**config.mk**
```make
export PLATFORM = sky130hd
export DESIGN_NAME = clock_config_ctrl
export DESIGN_NICKNAME = d
export VERILOG_FILES = /design/src/rtl/clk_cfg_pkg.sv /design/src/rtl/clock_config_ctrl.sv
export SDC_FILE = /design/constraint.sdc
export NUM_CORES = 1
export LEC_CHECK = 0
export ABC_AREA = 1
export BUFFER_PORTS_ARGS = -buffer_cell sky130_fd_sc_hd__buf_2
export CAP_MARGIN = 20
export CORE_MARGIN = 3
export CORE_UTILIZATION = 38
export DETAILED_ROUTE_END_ITERATION = 7
export SYNTH_ARGS = -nofsm -noshare
export SYNTH_HDL_FRONTEND = slang
export SYNTH_SLANG_ARGS = --single-unit
```
**constraint.sdc**
```tcl
create_clock -name sys_clk_i -period 23.8 [get_ports sys_clk_i]
set_input_delay 7.14 -clock sys_clk_i [delete_from_list [all_inputs] [get_ports sys_clk_i]]
set_output_delay 7.14 -clock sys_clk_i [all_outputs]
set_load 0.03 [all_outputs]
```
**src/rtl/clk_cfg_pkg.sv**
```systemverilog
// Constants, register map and carrier types of the three-PLL clock configuration block.
// Assumes an 8-bit register port and one 10 MHz system clock.
package clk_cfg_pkg;

  // Register map: byte offsets on the plain register port
  localparam logic [7:0] ADDR_DIV_A0    = 8'h08;
  localparam logic [7:0] ADDR_DIV_A1    = 8'h09;
  localparam logic [7:0] ADDR_DIV_B0    = 8'h0A;
  localparam logic [7:0] ADDR_DIV_B1    = 8'h0B;
  localparam logic [7:0] ADDR_DIV_C     = 8'h0C;
  localparam logic [7:0] ADDR_DIV_D     = 8'h0D;
  localparam logic [7:0] ADDR_SRC_AB    = 8'h0E;
  localparam logic [7:0] ADDR_SRC_CD    = 8'h0F;
  localparam logic [7:0] ADDR_PLL2_Q    = 8'h10;
  localparam logic [7:0] ADDR_PLL2_PLO  = 8'h11;
  localparam logic [7:0] ADDR_PLL2_PHI  = 8'h12;
  localparam logic [7:0] ADDR_PLL3_Q    = 8'h14;
  localparam logic [7:0] ADDR_PLL3_PLO  = 8'h15;
  localparam logic [7:0] ADDR_PLL3_PHI  = 8'h16;
  localparam logic [7:0] ADDR_CTRL      = 8'h18;
  localparam logic [7:0] ADDR_XCAP      = 8'h19;
  localparam logic [7:0] ADDR_SUSP_MASK = 8'h1A;
  localparam logic [7:0] ADDR_OUT_DIS   = 8'h1B;
  localparam logic [7:0] ADDR_STATUS    = 8'h1C;
  // Frequency table: 0x40 + row*4 + byte (0 = Q, 1 = P low, 2 = select/P high)
  localparam logic [2:0] ADDR_TBL_TOP   = 3'h2;
  localparam logic [1:0] TBL_BYTE_Q     = 2'h0;
  localparam logic [1:0] TBL_BYTE_PLO   = 2'h1;
  localparam logic [1:0] TBL_BYTE_PHI   = 2'h2;

  // Field positions
  localparam int CTRL_SD_FUNC   = 0;
  localparam int CTRL_SUSP_MODE = 1;
  localparam int CTRL_PLL_EN0   = 2;
  localparam int CTRL_E_DIV_LO  = 5;
  localparam int PHI_SEL_BIT    = 7;
  localparam int SUSP_OUT0      = 3;

  // Reset values
  localparam logic [7:0] CTRL_RST      = 8'h01;
  localparam logic [5:0] XCAP_RST      = 6'h00;
  localparam logic [7:0] SUSP_RST      = 8'h00;
  localparam logic [4:0] OUT_DIS_RST   = 5'h00;
  localparam logic [6:0] DIV_RST       = 7'h00;
  localparam logic [2:0] FS_RST        = 3'h0;
  localparam logic [7:0] RDATA_UNMAP   = 8'h00;

  // Output source codes
  localparam logic [2:0] FS_REF  = 3'h0;
  localparam logic [2:0] FS_RSVD = 3'h1;

  // Output E post-divider codes and their moduli
  localparam logic [1:0] E_OFF   = 2'h0;
  localparam logic [1:0] E_DIV4  = 2'h1;
  localparam logic [1:0] E_DIV2  = 2'h2;
  localparam logic [1:0] E_DIV3  = 2'h3;
  localparam logic [1:0] E_MOD4  = 2'h3;
  localparam logic [1:0] E_MOD2  = 2'h1;
  localparam logic [1:0] E_MOD3  = 2'h2;

  typedef struct packed {
    logic        en;
    logic [10:0] p;
    logic [7:0]  q;
  } pll_cfg_t;

  typedef struct packed {
    logic        ab_divider_register_select;
    logic [10:0] p;
    logic [7:0]  q;
  } row_t;

  typedef struct packed {
    row_t     [7:0]      tbl;
    pll_cfg_t [1:0]      pll23;
    logic     [5:0][6:0] div;
    logic     [3:0][2:0] fs;
    logic     [7:0]      ctrl;
    logic     [5:0]      xcap;
    logic     [7:0]      susp;
    logic     [4:0]      out_dis;
    logic     [1:0]      strap;
    logic                strap_done;
    logic     [1:0]      ab_sel;
    logic     [3:0][6:0] cnt;
    logic     [1:0]      ecnt;
    pll_cfg_t [2:0]      pll_o;
    logic     [5:0]      xcap_o;
    logic                osc_run;
    logic     [4:0]      clk;
    logic     [4:0]      oe;
    logic     [7:0]      rdata;
    logic     [2:0]      row_o;
  } state_t;

endpackage : clk_cfg_pkg

```
**src/rtl/clock_config_ctrl.sv**
```systemverilog
// Configuration and control of a three-PLL clock generator: frequency table, crosspoint,
// output dividers, load-capacitance code and power management.
// Assumes source edges arrive as one-cycle ticks synchronous to sys_clk_i; the analog PLLs
// and pads sit outside and follow pll_cfg_o, osc_run_o and the output enables.
`timescale 1ns/10ps

module clock_config_ctrl
  import clk_cfg_pkg::*;
(
  input  wire logic                 sys_clk_i,
  input  wire logic                 sys_rst_i,
  input  wire logic     [7:0]       reg_addr_i,
  input  wire logic     [7:0]       reg_wdata_i,
  input  wire logic                 reg_wr_i,
  input  wire logic                 reg_rd_i,
  output logic          [7:0]       reg_rdata_o,
  input  wire logic                 freq_select_bit0_i,
  input  wire logic                 freq_select_bit1_i,
  input  wire logic                 freq_select_bit2_i,
  input  wire logic                 shutdown_oe_i,
  input  wire logic     [3:0]       src_tick_i,
  output pll_cfg_t      [2:0]       pll_cfg_o,
  output logic          [5:0]       crystal_load_code_o,
  output logic                      osc_run_o,
  output logic          [4:0]       clk_out_o,
  output logic          [4:0]       clk_oe_o,
  output logic          [2:0]       table_row_o
);

  state_t           s_q;
  state_t           s_d;
  row_t             cur_row;
  logic [2:0]       row_idx;
  logic             tri_all;
  logic             full_sd;
  logic             susp_act;
  logic             osc_ok;
  logic [2:0]       pll_live;
  logic [2:0]       fs_k;
  logic             live_k;
  logic             tick_k;
  logic [2:0]       div_idx;
  logic [6:0]       div_k;
  logic [6:0]       half_k;
  logic [1:0]       e_code;
  logic [1:0]       e_mod;
  logic             e_tick;
  logic [2:0]       tbl_row;
  logic             tbl_hit;
  logic             pll_hit;

  always_comb begin
    s_d      = s_q;
    cur_row  = '0;
    row_idx  = 3'h0;
    tri_all  = 1'b0;
    full_sd  = 1'b0;
    susp_act = 1'b0;
    osc_ok   = 1'b0;
    pll_live = 3'h0;
    fs_k     = 3'h0;
    live_k   = 1'b0;
    tick_k   = 1'b0;
    div_idx  = 3'h0;
    div_k    = 7'h00;
    half_k   = 7'h00;
    e_code   = 2'h0;
    e_mod    = 2'h0;
    e_tick   = 1'b0;
    tbl_row  = reg_addr_i[4:2];
    tbl_hit  = (reg_addr_i[7:5] == ADDR_TBL_TOP) && (reg_addr_i[1:0] != 2'h3);
    pll_hit  = (reg_addr_i[7:3] == ADDR_PLL2_Q[7:3]) && (reg_addr_i[1:0] != 2'h3);

    // Levels of select pins 0 and 1 caught once, on the first edge after reset release
    if (!s_q.strap_done) begin
      s_d.strap      = {freq_select_bit1_i, freq_select_bit0_i};
      s_d.strap_done = 1'b1;
    end

    // In suspend mode the third pin belongs to suspend, so it no longer indexes the table
    row_idx = {(s_q.ctrl[CTRL_SUSP_MODE] ? 1'b0 : freq_select_bit2_i), s_q.strap};
    cur_row = s_q.tbl[row_idx];

    tri_all  = !shutdown_oe_i;
    full_sd  = tri_all && s_q.ctrl[CTRL_SD_FUNC];
    susp_act = s_q.ctrl[CTRL_SUSP_MODE] && !freq_select_bit2_i;
    osc_ok   = !full_sd;

    for (int i = 0; i < 3; i++) begin
      pll_live[i] = s_q.ctrl[CTRL_PLL_EN0 + i] && !full_sd
                    && !(susp_act && s_q.susp[i]);
    end

    // Outputs A-D: crosspoint, 7-bit divider, phase choice
    for (int k = 0; k < 4; k++) begin
      fs_k = s_q.fs[k];
      if (fs_k == FS_REF) begin
        live_k = osc_ok;
      end else if (fs_k == FS_RSVD) begin
        live_k = 1'b0;
      end else begin
        live_k = pll_live[fs_k[2:1] - 2'h1];
      end
      if (k < 2) begin
        div_idx = 3'(2 * k) + {2'h0, s_q.ab_sel[k]};
      end else begin
        div_idx = 3'(k + 2);
      end
      // Live register value, no sync to the output: a write lands mid-period
      div_k  = s_q.div[div_idx];
      tick_k = src_tick_i[fs_k[2:1]] && live_k && (div_k != 7'h00);
      if (tick_k) begin
        if (s_q.cnt[k] >= div_k - 7'h01) begin
          s_d.cnt[k] = 7'h00;
          // Pin-driven select change lands at a period boundary, or at once while the selected divider is zero
          if (k < 2) begin
            s_d.ab_sel[k] = cur_row.ab_divider_register_select;
          end
        end else begin
          s_d.cnt[k] = s_q.cnt[k] + 7'h01;
        end
      end else if ((k < 2) && (div_k == 7'h00)) begin
        s_d.ab_sel[k] = cur_row.ab_divider_register_select;
      end
      half_k       = 7'((8'(div_k) + 8'h01) >> 1);
      s_d.clk[k]   = (s_q.cnt[k] < half_k) ^ fs_k[0];
      // An output's suspend bit only gates the pad; the divider keeps counting while its source is live
      s_d.oe[k]    = live_k && (div_k != 7'h00) && !s_q.out_dis[k]
                     && !(susp_act && s_q.susp[SUSP_OUT0 + k]) && !tri_all;
    end

    // Output E: PLL1 through the small post-divider
    e_code = s_q.ctrl[CTRL_E_DIV_LO +: 2];
    unique case (e_code)
      E_DIV4:  e_mod = E_MOD4;
      E_DIV2:  e_mod = E_MOD2;
      E_DIV3:  e_mod = E_MOD3;
      E_OFF:   e_mod = 2'h0;
    endcase
    e_tick = src_tick_i[1] && pll_live[0] && (e_code != E_OFF);
    if (e_tick) begin
      s_d.ecnt = (s_q.ecnt >= e_mod) ? 2'h0 : s_q.ecnt + 2'h1;
    end
    // Three bits wide: in two bits the /4 half count wraps to zero
    s_d.clk[4] = ({1'b0, s_q.ecnt} < (({1'b0, e_mod} + 3'h1) >> 1));
    s_d.oe[4]  = pll_live[0] && (e_code != E_OFF) && !s_q.out_dis[4]
                 && !(susp_act && s_q.susp[SUSP_OUT0 + 4]) && !tri_all;

    // PLL settings to the analog side; PLL1 follows the pin-selected row
    s_d.pll_o[0].en = pll_live[0];
    s_d.pll_o[0].p  = cur_row.p;
    s_d.pll_o[0].q  = cur_row.q;
    for (int i = 1; i < 3; i++) begin
      s_d.pll_o[i].en = pll_live[i];
      s_d.pll_o[i].p  = s_q.pll23[i - 1].p;
      s_d.pll_o[i].q  = s_q.pll23[i - 1].q;
    end
    s_d.xcap_o  = s_q.xcap;
    s_d.osc_run = osc_ok;
    s_d.row_o   = row_idx;

    // Register port stays live under shutdown: it runs on sys_clk only
    if (reg_wr_i) begin
      if (tbl_hit) begin
        unique case (reg_addr_i[1:0])
          TBL_BYTE_Q:   s_d.tbl[tbl_row].q = reg_wdata_i;
          TBL_BYTE_PLO: s_d.tbl[tbl_row].p[7:0] = reg_wdata_i;
          default: begin
            s_d.tbl[tbl_row].p[10:8] = reg_wdata_i[2:0];
            s_d.tbl[tbl_row].ab_divider_register_select  = reg_wdata_i[PHI_SEL_BIT];
          end
        endcase
      end else if (pll_hit) begin
        unique case (reg_addr_i[1:0])
          TBL_BYTE_Q:   s_d.pll23[reg_addr_i[2]].q = reg_wdata_i;
          TBL_BYTE_PLO: s_d.pll23[reg_addr_i[2]].p[7:0] = reg_wdata_i;
          default:      s_d.pll23[reg_addr_i[2]].p[10:8] = reg_wdata_i[2:0];
        endcase
      end else begin
        unique case (reg_addr_i)
          ADDR_DIV_A0:    s_d.div[0] = reg_wdata_i[6:0];
          ADDR_DIV_A1:    s_d.div[1] = reg_wdata_i[6:0];
          ADDR_DIV_B0:    s_d.div[2] = reg_wdata_i[6:0];
          ADDR_DIV_B1:    s_d.div[3] = reg_wdata_i[6:0];
          ADDR_DIV_C:     s_d.div[4] = reg_wdata_i[6:0];
          ADDR_DIV_D:     s_d.div[5] = reg_wdata_i[6:0];
          ADDR_SRC_AB: begin
            s_d.fs[0] = reg_wdata_i[2:0];
            s_d.fs[1] = reg_wdata_i[6:4];
          end
          ADDR_SRC_CD: begin
            s_d.fs[2] = reg_wdata_i[2:0];
            s_d.fs[3] = reg_wdata_i[6:4];
          end
          ADDR_CTRL:      s_d.ctrl    = reg_wdata_i;
          ADDR_XCAP:      s_d.xcap    = reg_wdata_i[5:0];
          ADDR_SUSP_MASK: s_d.susp    = reg_wdata_i;
          ADDR_OUT_DIS:   s_d.out_dis = reg_wdata_i[4:0];
          default: ;
        endcase
      end
    end

    // Read data stands only in the cycle after the strobe
    s_d.rdata = RDATA_UNMAP;
    if (reg_rd_i) begin
      if (tbl_hit) begin
        unique case (reg_addr_i[1:0])
          TBL_BYTE_Q:   s_d.rdata = s_q.tbl[tbl_row].q;
          TBL_BYTE_PLO: s_d.rdata = s_q.tbl[tbl_row].p[7:0];
          default:      s_d.rdata = {s_q.tbl[tbl_row].ab_divider_register_select, 4'h0, s_q.tbl[tbl_row].p[10:8]};
        endcase
      end else if (pll_hit) begin
        unique case (reg_addr_i[1:0])
          TBL_BYTE_Q:   s_d.rdata = s_q.pll23[reg_addr_i[2]].q;
          TBL_BYTE_PLO: s_d.rdata = s_q.pll23[reg_addr_i[2]].p[7:0];
          default:      s_d.rdata = {5'h00, s_q.pll23[reg_addr_i[2]].p[10:8]};
        endcase
      end else begin
        unique case (reg_addr_i)
          ADDR_DIV_A0:    s_d.rdata = {1'b0, s_q.div[0]};
          ADDR_DIV_A1:    s_d.rdata = {1'b0, s_q.div[1]};
          ADDR_DIV_B0:    s_d.rdata = {1'b0, s_q.div[2]};
          ADDR_DIV_B1:    s_d.rdata = {1'b0, s_q.div[3]};
          ADDR_DIV_C:     s_d.rdata = {1'b0, s_q.div[4]};
          ADDR_DIV_D:     s_d.rdata = {1'b0, s_q.div[5]};
          ADDR_SRC_AB:    s_d.rdata = {1'b0, s_q.fs[1], 1'b0, s_q.fs[0]};
          ADDR_SRC_CD:    s_d.rdata = {1'b0, s_q.fs[3], 1'b0, s_q.fs[2]};
          ADDR_CTRL:      s_d.rdata = s_q.ctrl;
          ADDR_XCAP:      s_d.rdata = {2'h0, s_q.xcap};
          ADDR_SUSP_MASK: s_d.rdata = s_q.susp;
          ADDR_OUT_DIS:   s_d.rdata = {3'h0, s_q.out_dis};
          ADDR_STATUS:    s_d.rdata = {1'b0, s_q.strap_done, susp_act, full_sd, tri_all, row_idx};
          default:        s_d.rdata = RDATA_UNMAP;
        endcase
      end
    end
  end

  always_ff @(posedge sys_clk_i or posedge sys_rst_i) begin
    if (sys_rst_i) begin
      s_q         <= '0;
      s_q.ctrl    <= CTRL_RST;
      s_q.xcap    <= XCAP_RST;
      s_q.susp    <= SUSP_RST;
      s_q.out_dis <= OUT_DIS_RST;
      s_q.div     <= {6{DIV_RST}};
      s_q.fs      <= {4{FS_RST}};
      s_q.rdata   <= RDATA_UNMAP;
    end else begin
      s_q <= s_d;
    end
  end

  assign reg_rdata_o         = s_q.rdata;
  assign pll_cfg_o           = s_q.pll_o;
  assign crystal_load_code_o = s_q.xcap_o;
  assign osc_run_o           = s_q.osc_run;
  assign clk_out_o           = s_q.clk;
  assign clk_oe_o            = s_q.oe;
  assign table_row_o         = s_q.row_o;

endmodule : clock_config_ctrl

```
Word-level counts from Yosys, hierarchy flattened. Cells that the tools add are included.

Register bits: 404. Latch bits: 0. Bits in read-only memories: 0. Logic and storage cells: 317. Output and inout port bits: 88. Memory bits (writable): 0. Memories: 0. Input bits: 28.

$mul: 0. Shift-type cells: 0. Reduce and logical (&&, ||, !) cells: 97. Bitwise logic cells: 6. Eq/ne operators: 26. Divide/modulo/power cells: 0. Muxes and demuxes: 76. Add/sub/neg operators: 19. Magnitude comparators: 25.

Operator list (count): bitwise mux 160 bit (4); case mux 160 bit (2 select lines) (1); demux 20 bit (select 3 bit) (4); binary-select mux 20 bit (select 3 bit) (2); bitwise mux 40 bit (3); case mux 8 bit (13 select lines) (1); case mux 40 bit (2 select lines) (1); 2-to-1 mux 19 bit (4); == test 8 x 4 -> 1 bit, second input constant (8); demux 20 bit (select 1 bit) (3); 2-to-1 mux 20 bit (3); logical AND 1 bit (50); 2-to-1 mux 7 bit (7); AND reduction 4 bit (12); == test 8 x 5 -> 1 bit, second input constant (5); 2-to-1 mux 8 bit (5); adder 7 x 1 -> 8 bit, second input constant (4); 2-to-1 mux 16 bit (2); case mux 8 bit (2 select lines) (2); adder 7 x 1 -> 7 bit, second input constant (4); >= comparator 7 bit (4); < comparator 7 bit (4); nonzero test 7 bit (4); subtractor 7 x 1 -> 7 bit, second input constant (4); 33 further kinds (108).

Depth between registers and ports, before layout.
Depth in word-level cells: 13. Depth in mapped cells: 19. Gate-level depth less buffers: 18.

Worst setup path after synthesis. OpenSTA, ideal clock, no wires.

Kind: input to register. Start: in reg_addr_i[5]. End: reg with a tool-made name. Stages: 12. Required time: 23.681 ns. Data arrival time: 8.361 ns. Setup time: 0.119 ns. Path buffers: 3. Path slack: 15.320 ns. Cells stage by stage: inv_1 > nand2_1 > inv_1 > nand3_1 > buf_4 > nor2_4 > nand2_1 > buf_4 > nor2_4 > buf_4 > nand2_1 > o21a_1.

RTL lines: from (decl) (line clock_config_ctrl.sv:12) `input wire logic [7:0] reg_addr_i,`.

==> results by group <==
Status
  • Outcome: complete, no violations

Power and ir drop
  • VDD IR max: 0.0515 mV
  • PD cells: 84.3 mW/mm^2
  • Leak: 11.7 nW
  • Total power draw: 2.05 mW

Floorplanning
  • Initial core utilization: 0.386
  • Row count: 88
  • Ports: 116
  • Die Span X: 249 um
  • Core Area: 0.0580 mm^2
  • Die H: 249 um
  • Area of the die: 0.0619 mm^2

Final layout
  • Share of layout cells above drive strength 1: 0.0945
  • N_diodes: 0
  • Nets: 2869
  • Final Util: 0.420
  • P&R area growth vs syn: 8.82%
  • Fill cells: 5784
  • Non-filler cells, final: 3568

Routing
  • Initial DRC count: 1826
  • Routed vias/inst: 5.45
  • Total number of vias: 19432
  • Drt pass-1 iters: 5
  • Detail Route Antenna Nets: 0
  • DR WL/cell: 20.1 um
  • WL final: 71.6 mm
  • Drc violations: 0

Timing
  • Max-slew violation count: 0
  • Rel. slew slack: 0.229
  • Final Worst Setup Slack: 14.31 ns
  • Period minus WS final: 9.49 ns
  • Period Utilization, post-route: 0.399
  • Worst-Margin Slew: 1.15 ns
  • Layout Skew: 0.0310 ns
  • Max Freq: 0.105 GHz
  • RSZ-0062 raised after global routing: false
  • Final setup fails: 0
  • Final Hold Vio Count: 0
  • TNS Setup: 0 ns

Logic synthesis
  • Synth Area in Adders: 0.0413
  • Post-Synthesis Cells: 2818
  • Post-synthesis net count: 2920
  • Ys Warns: 0
  • Register bit total from synthesis: 402
  • Mux cell area share after synthesis: 0.0130
  • Area leader, netlist: dfrtp_1
  • Top_reg_cell synth: dfrtp_1
  • Async S/R FF share, synth: 1.00
  • Register area share after synthesis: 0.449
  • Number of synthesized flops with an enable pin: 0
  • Count leader, synth: nand2_1
  • Synth top cells by count: nand2_1 (608), dfrtp_1 (401), o21ai_0 (344)
  • Simple-gate portion of the synthesized area: 0.204
  • Synth Area per Inst: 7.95 um^2
  • Main combinational cell family by area after synthesis: simple AND/OR/NAND/NOR gates
  • Post-synthesis compound-gate area fraction: 0.165
  • Synth top area share: 0.448
  • Synthesized area: 0.0224 mm^2
  • XOR/XNOR Fraction of Synth Area: 0.0242
  • Synth unique cells: 41
  • Area contributors post-synth: dfrtp_1 (45%), nand2_1 (10%), o21ai_0 (7.7%)

Clock network
  • TritonCTS Buffers: 47
  • CTS tree: built
  • Cts-stage hold buffer count: 0
  • CTS resizes: 0
  • Clock buffer depth: 3
  • CTS sink cnt: 402
  • Clk_lat worst skew: 0.60 ns
  • Setup bufs post-CTS: 0
  • Clock-pin slew of the registers on the worst-case setup and hold paths: 0.07 ns
  • Clock Tree Root: clkbuf_16
  • H-Tree Depth: 2

GRT
  • Total track usage: 0.228
  • Number of global-route vias before repair: 18785
  • Total gr overflow: 0
  • First-pass GRT wire length: 112 mm
  • Initial antenna violation count: 1
  • Largest net degree at the start of global routing: 122

Critical path
  • CP Cell Sequence: buf_4 -> inv_2 -> buf_4 -> nand2_4 -> nor2_1 -> inv_1 -> nor2_1 -> o32ai_1
  • Reg2reg start: s_q[119]$_DFFE_PP0P_
  • Reg2reg setup slack: 20.31 ns
  • Arrival @ worst endpoint: 9.93 ns
  • Reg2Reg Depth: 15
  • Endpoint class of the critical path: flip-flop
  • Critical R2R Capture: s_q[100]$_DFFE_PP0P_
  • Slowest CP cell: nor2_1
  • CP Max Fanout: 63
  • Max incr delay on CP: 0.70 ns
  • Critical path class: primary input to flip-flop
  • Required time worst endpoint: 24.24 ns
  • Setup crit start kind: primary input

Hold path
  • Worst min path class: flip-flop to flip-flop
  • Hold depth: 0
  • Worst Hold Endpoint: pll_cfg_o[29]$_DFF_PP0_

Place
  • Post-DP HPWL: 50.4 mm
  • GPL Wtd Cong: 0.972
  • I/O Buffers: 115
  • Cells after DPL: 3483
  • Placement Setup Slack: 13.80 ns

Job
  • Maxcap violations: 0
through the flow:
step / area (um^2) / hold WS (ns)
2_1_floorplan: 22400 / 0.352
3_3_place_gp: 22800 / 0.367
3_5_place_dp: 22800 / 0.361
4_1_cts: 24400 / 0.374
5_1_grt: 24400 / 0.404
6_report: 24400 / 0.376
worst max path at each step:
stage,start,end,slack (ns),cells after the start
after floorplan,sys_rst_i,asynchronous set/reset pin,5.48,1
after global placement,reg_addr_i[2],flip-flop,13.81,8
after detailed placement,reg_addr_i[2],flip-flop,13.80,8
after CTS,reg_addr_i[2],flip-flop,14.44,8
after global routing,reg_addr_i[2],s_q[185]$_DFFE_PP0P_,14.15,7
final,reg_addr_i[2],flip-flop,14.31,8
cells in the final DEF, fill, tap and decap left out, drive strengths merged, types with 3 or more instances in the layout:
cell type  count
nand4         26
nand2        614
dfrtp        401
nor4           3
a31oi         22
nor3          18
o21ai        348
nor2         204
buf          133
clkbuf        71
a21oi        138
o32ai          6
xor2          49
nand3b         8
inv          276
xnor2         13
or2           18
o211ai        32
nor3b          3
o21a          45
o22ai         70
nand3        178
o31ai          3
bufinv         3
ha            74
mux2i         29
clkinv         8
report_power, final:
group / leakage [nW] / switching (mW) / internal [mW]
combinational: 6.15 / 0.343 / 0.179
clock: 0.773 / 0.299 / 0.440
sequential: 4.78 / 0.0533 / 0.740
total: 11.7 / 0.695 / 1.36
worst max-delay path, delay by kind of cell:
kind | cells | cell delay, ns
AND/OR/NAND/NOR | 3 | 1.55
buffers and inverters | 4 | 1.02
AO/OA/AOI/OAI | 1 | 0.16
final cells by class:
cell class / count / area (um^2) / area share
repair buffers: 133 / 713 / 0.0292
well taps: 765 / 957 / 0.0393
clock buffers: 71 / 1410 / 0.0577
inverters: 275 / 1040 / 0.0427
clock inverters: 14 / 169 / 0.00693
flip-flops and latches: 402 / 10100 / 0.413
multi-input cells: 1908 / 10000 / 0.411
cell families (layout without fill, tap and decap cells):
family          after synthesis  after routing
xor+xnor                     62             62
buf+inv                     508            493
other cells                   1              1
fa+ha+maj                    74             74
mux                          29             29
compound gates              668            668
flops                       402            402
simple gates               1074           1074
per-layer routing:
| metal | wire, um | part of all wire | up-vias | track usage |
|---|---|---|---|---|
| met5 | 0 | 0 | - | 0 |
| met4 | 2970 | 0.041 | 0 | 0.0980 |
| met3 | 5240 | 0.073 | 149 | 0.0453 |
| met2 | 32800 | 0.46 | 716 | 0.360 |
| met1 | 30600 | 0.43 | 9434 | 0.305 |
| li1 | - | - | 9133 | - |
Note: power is estimated with default switching activity, not from simulation.
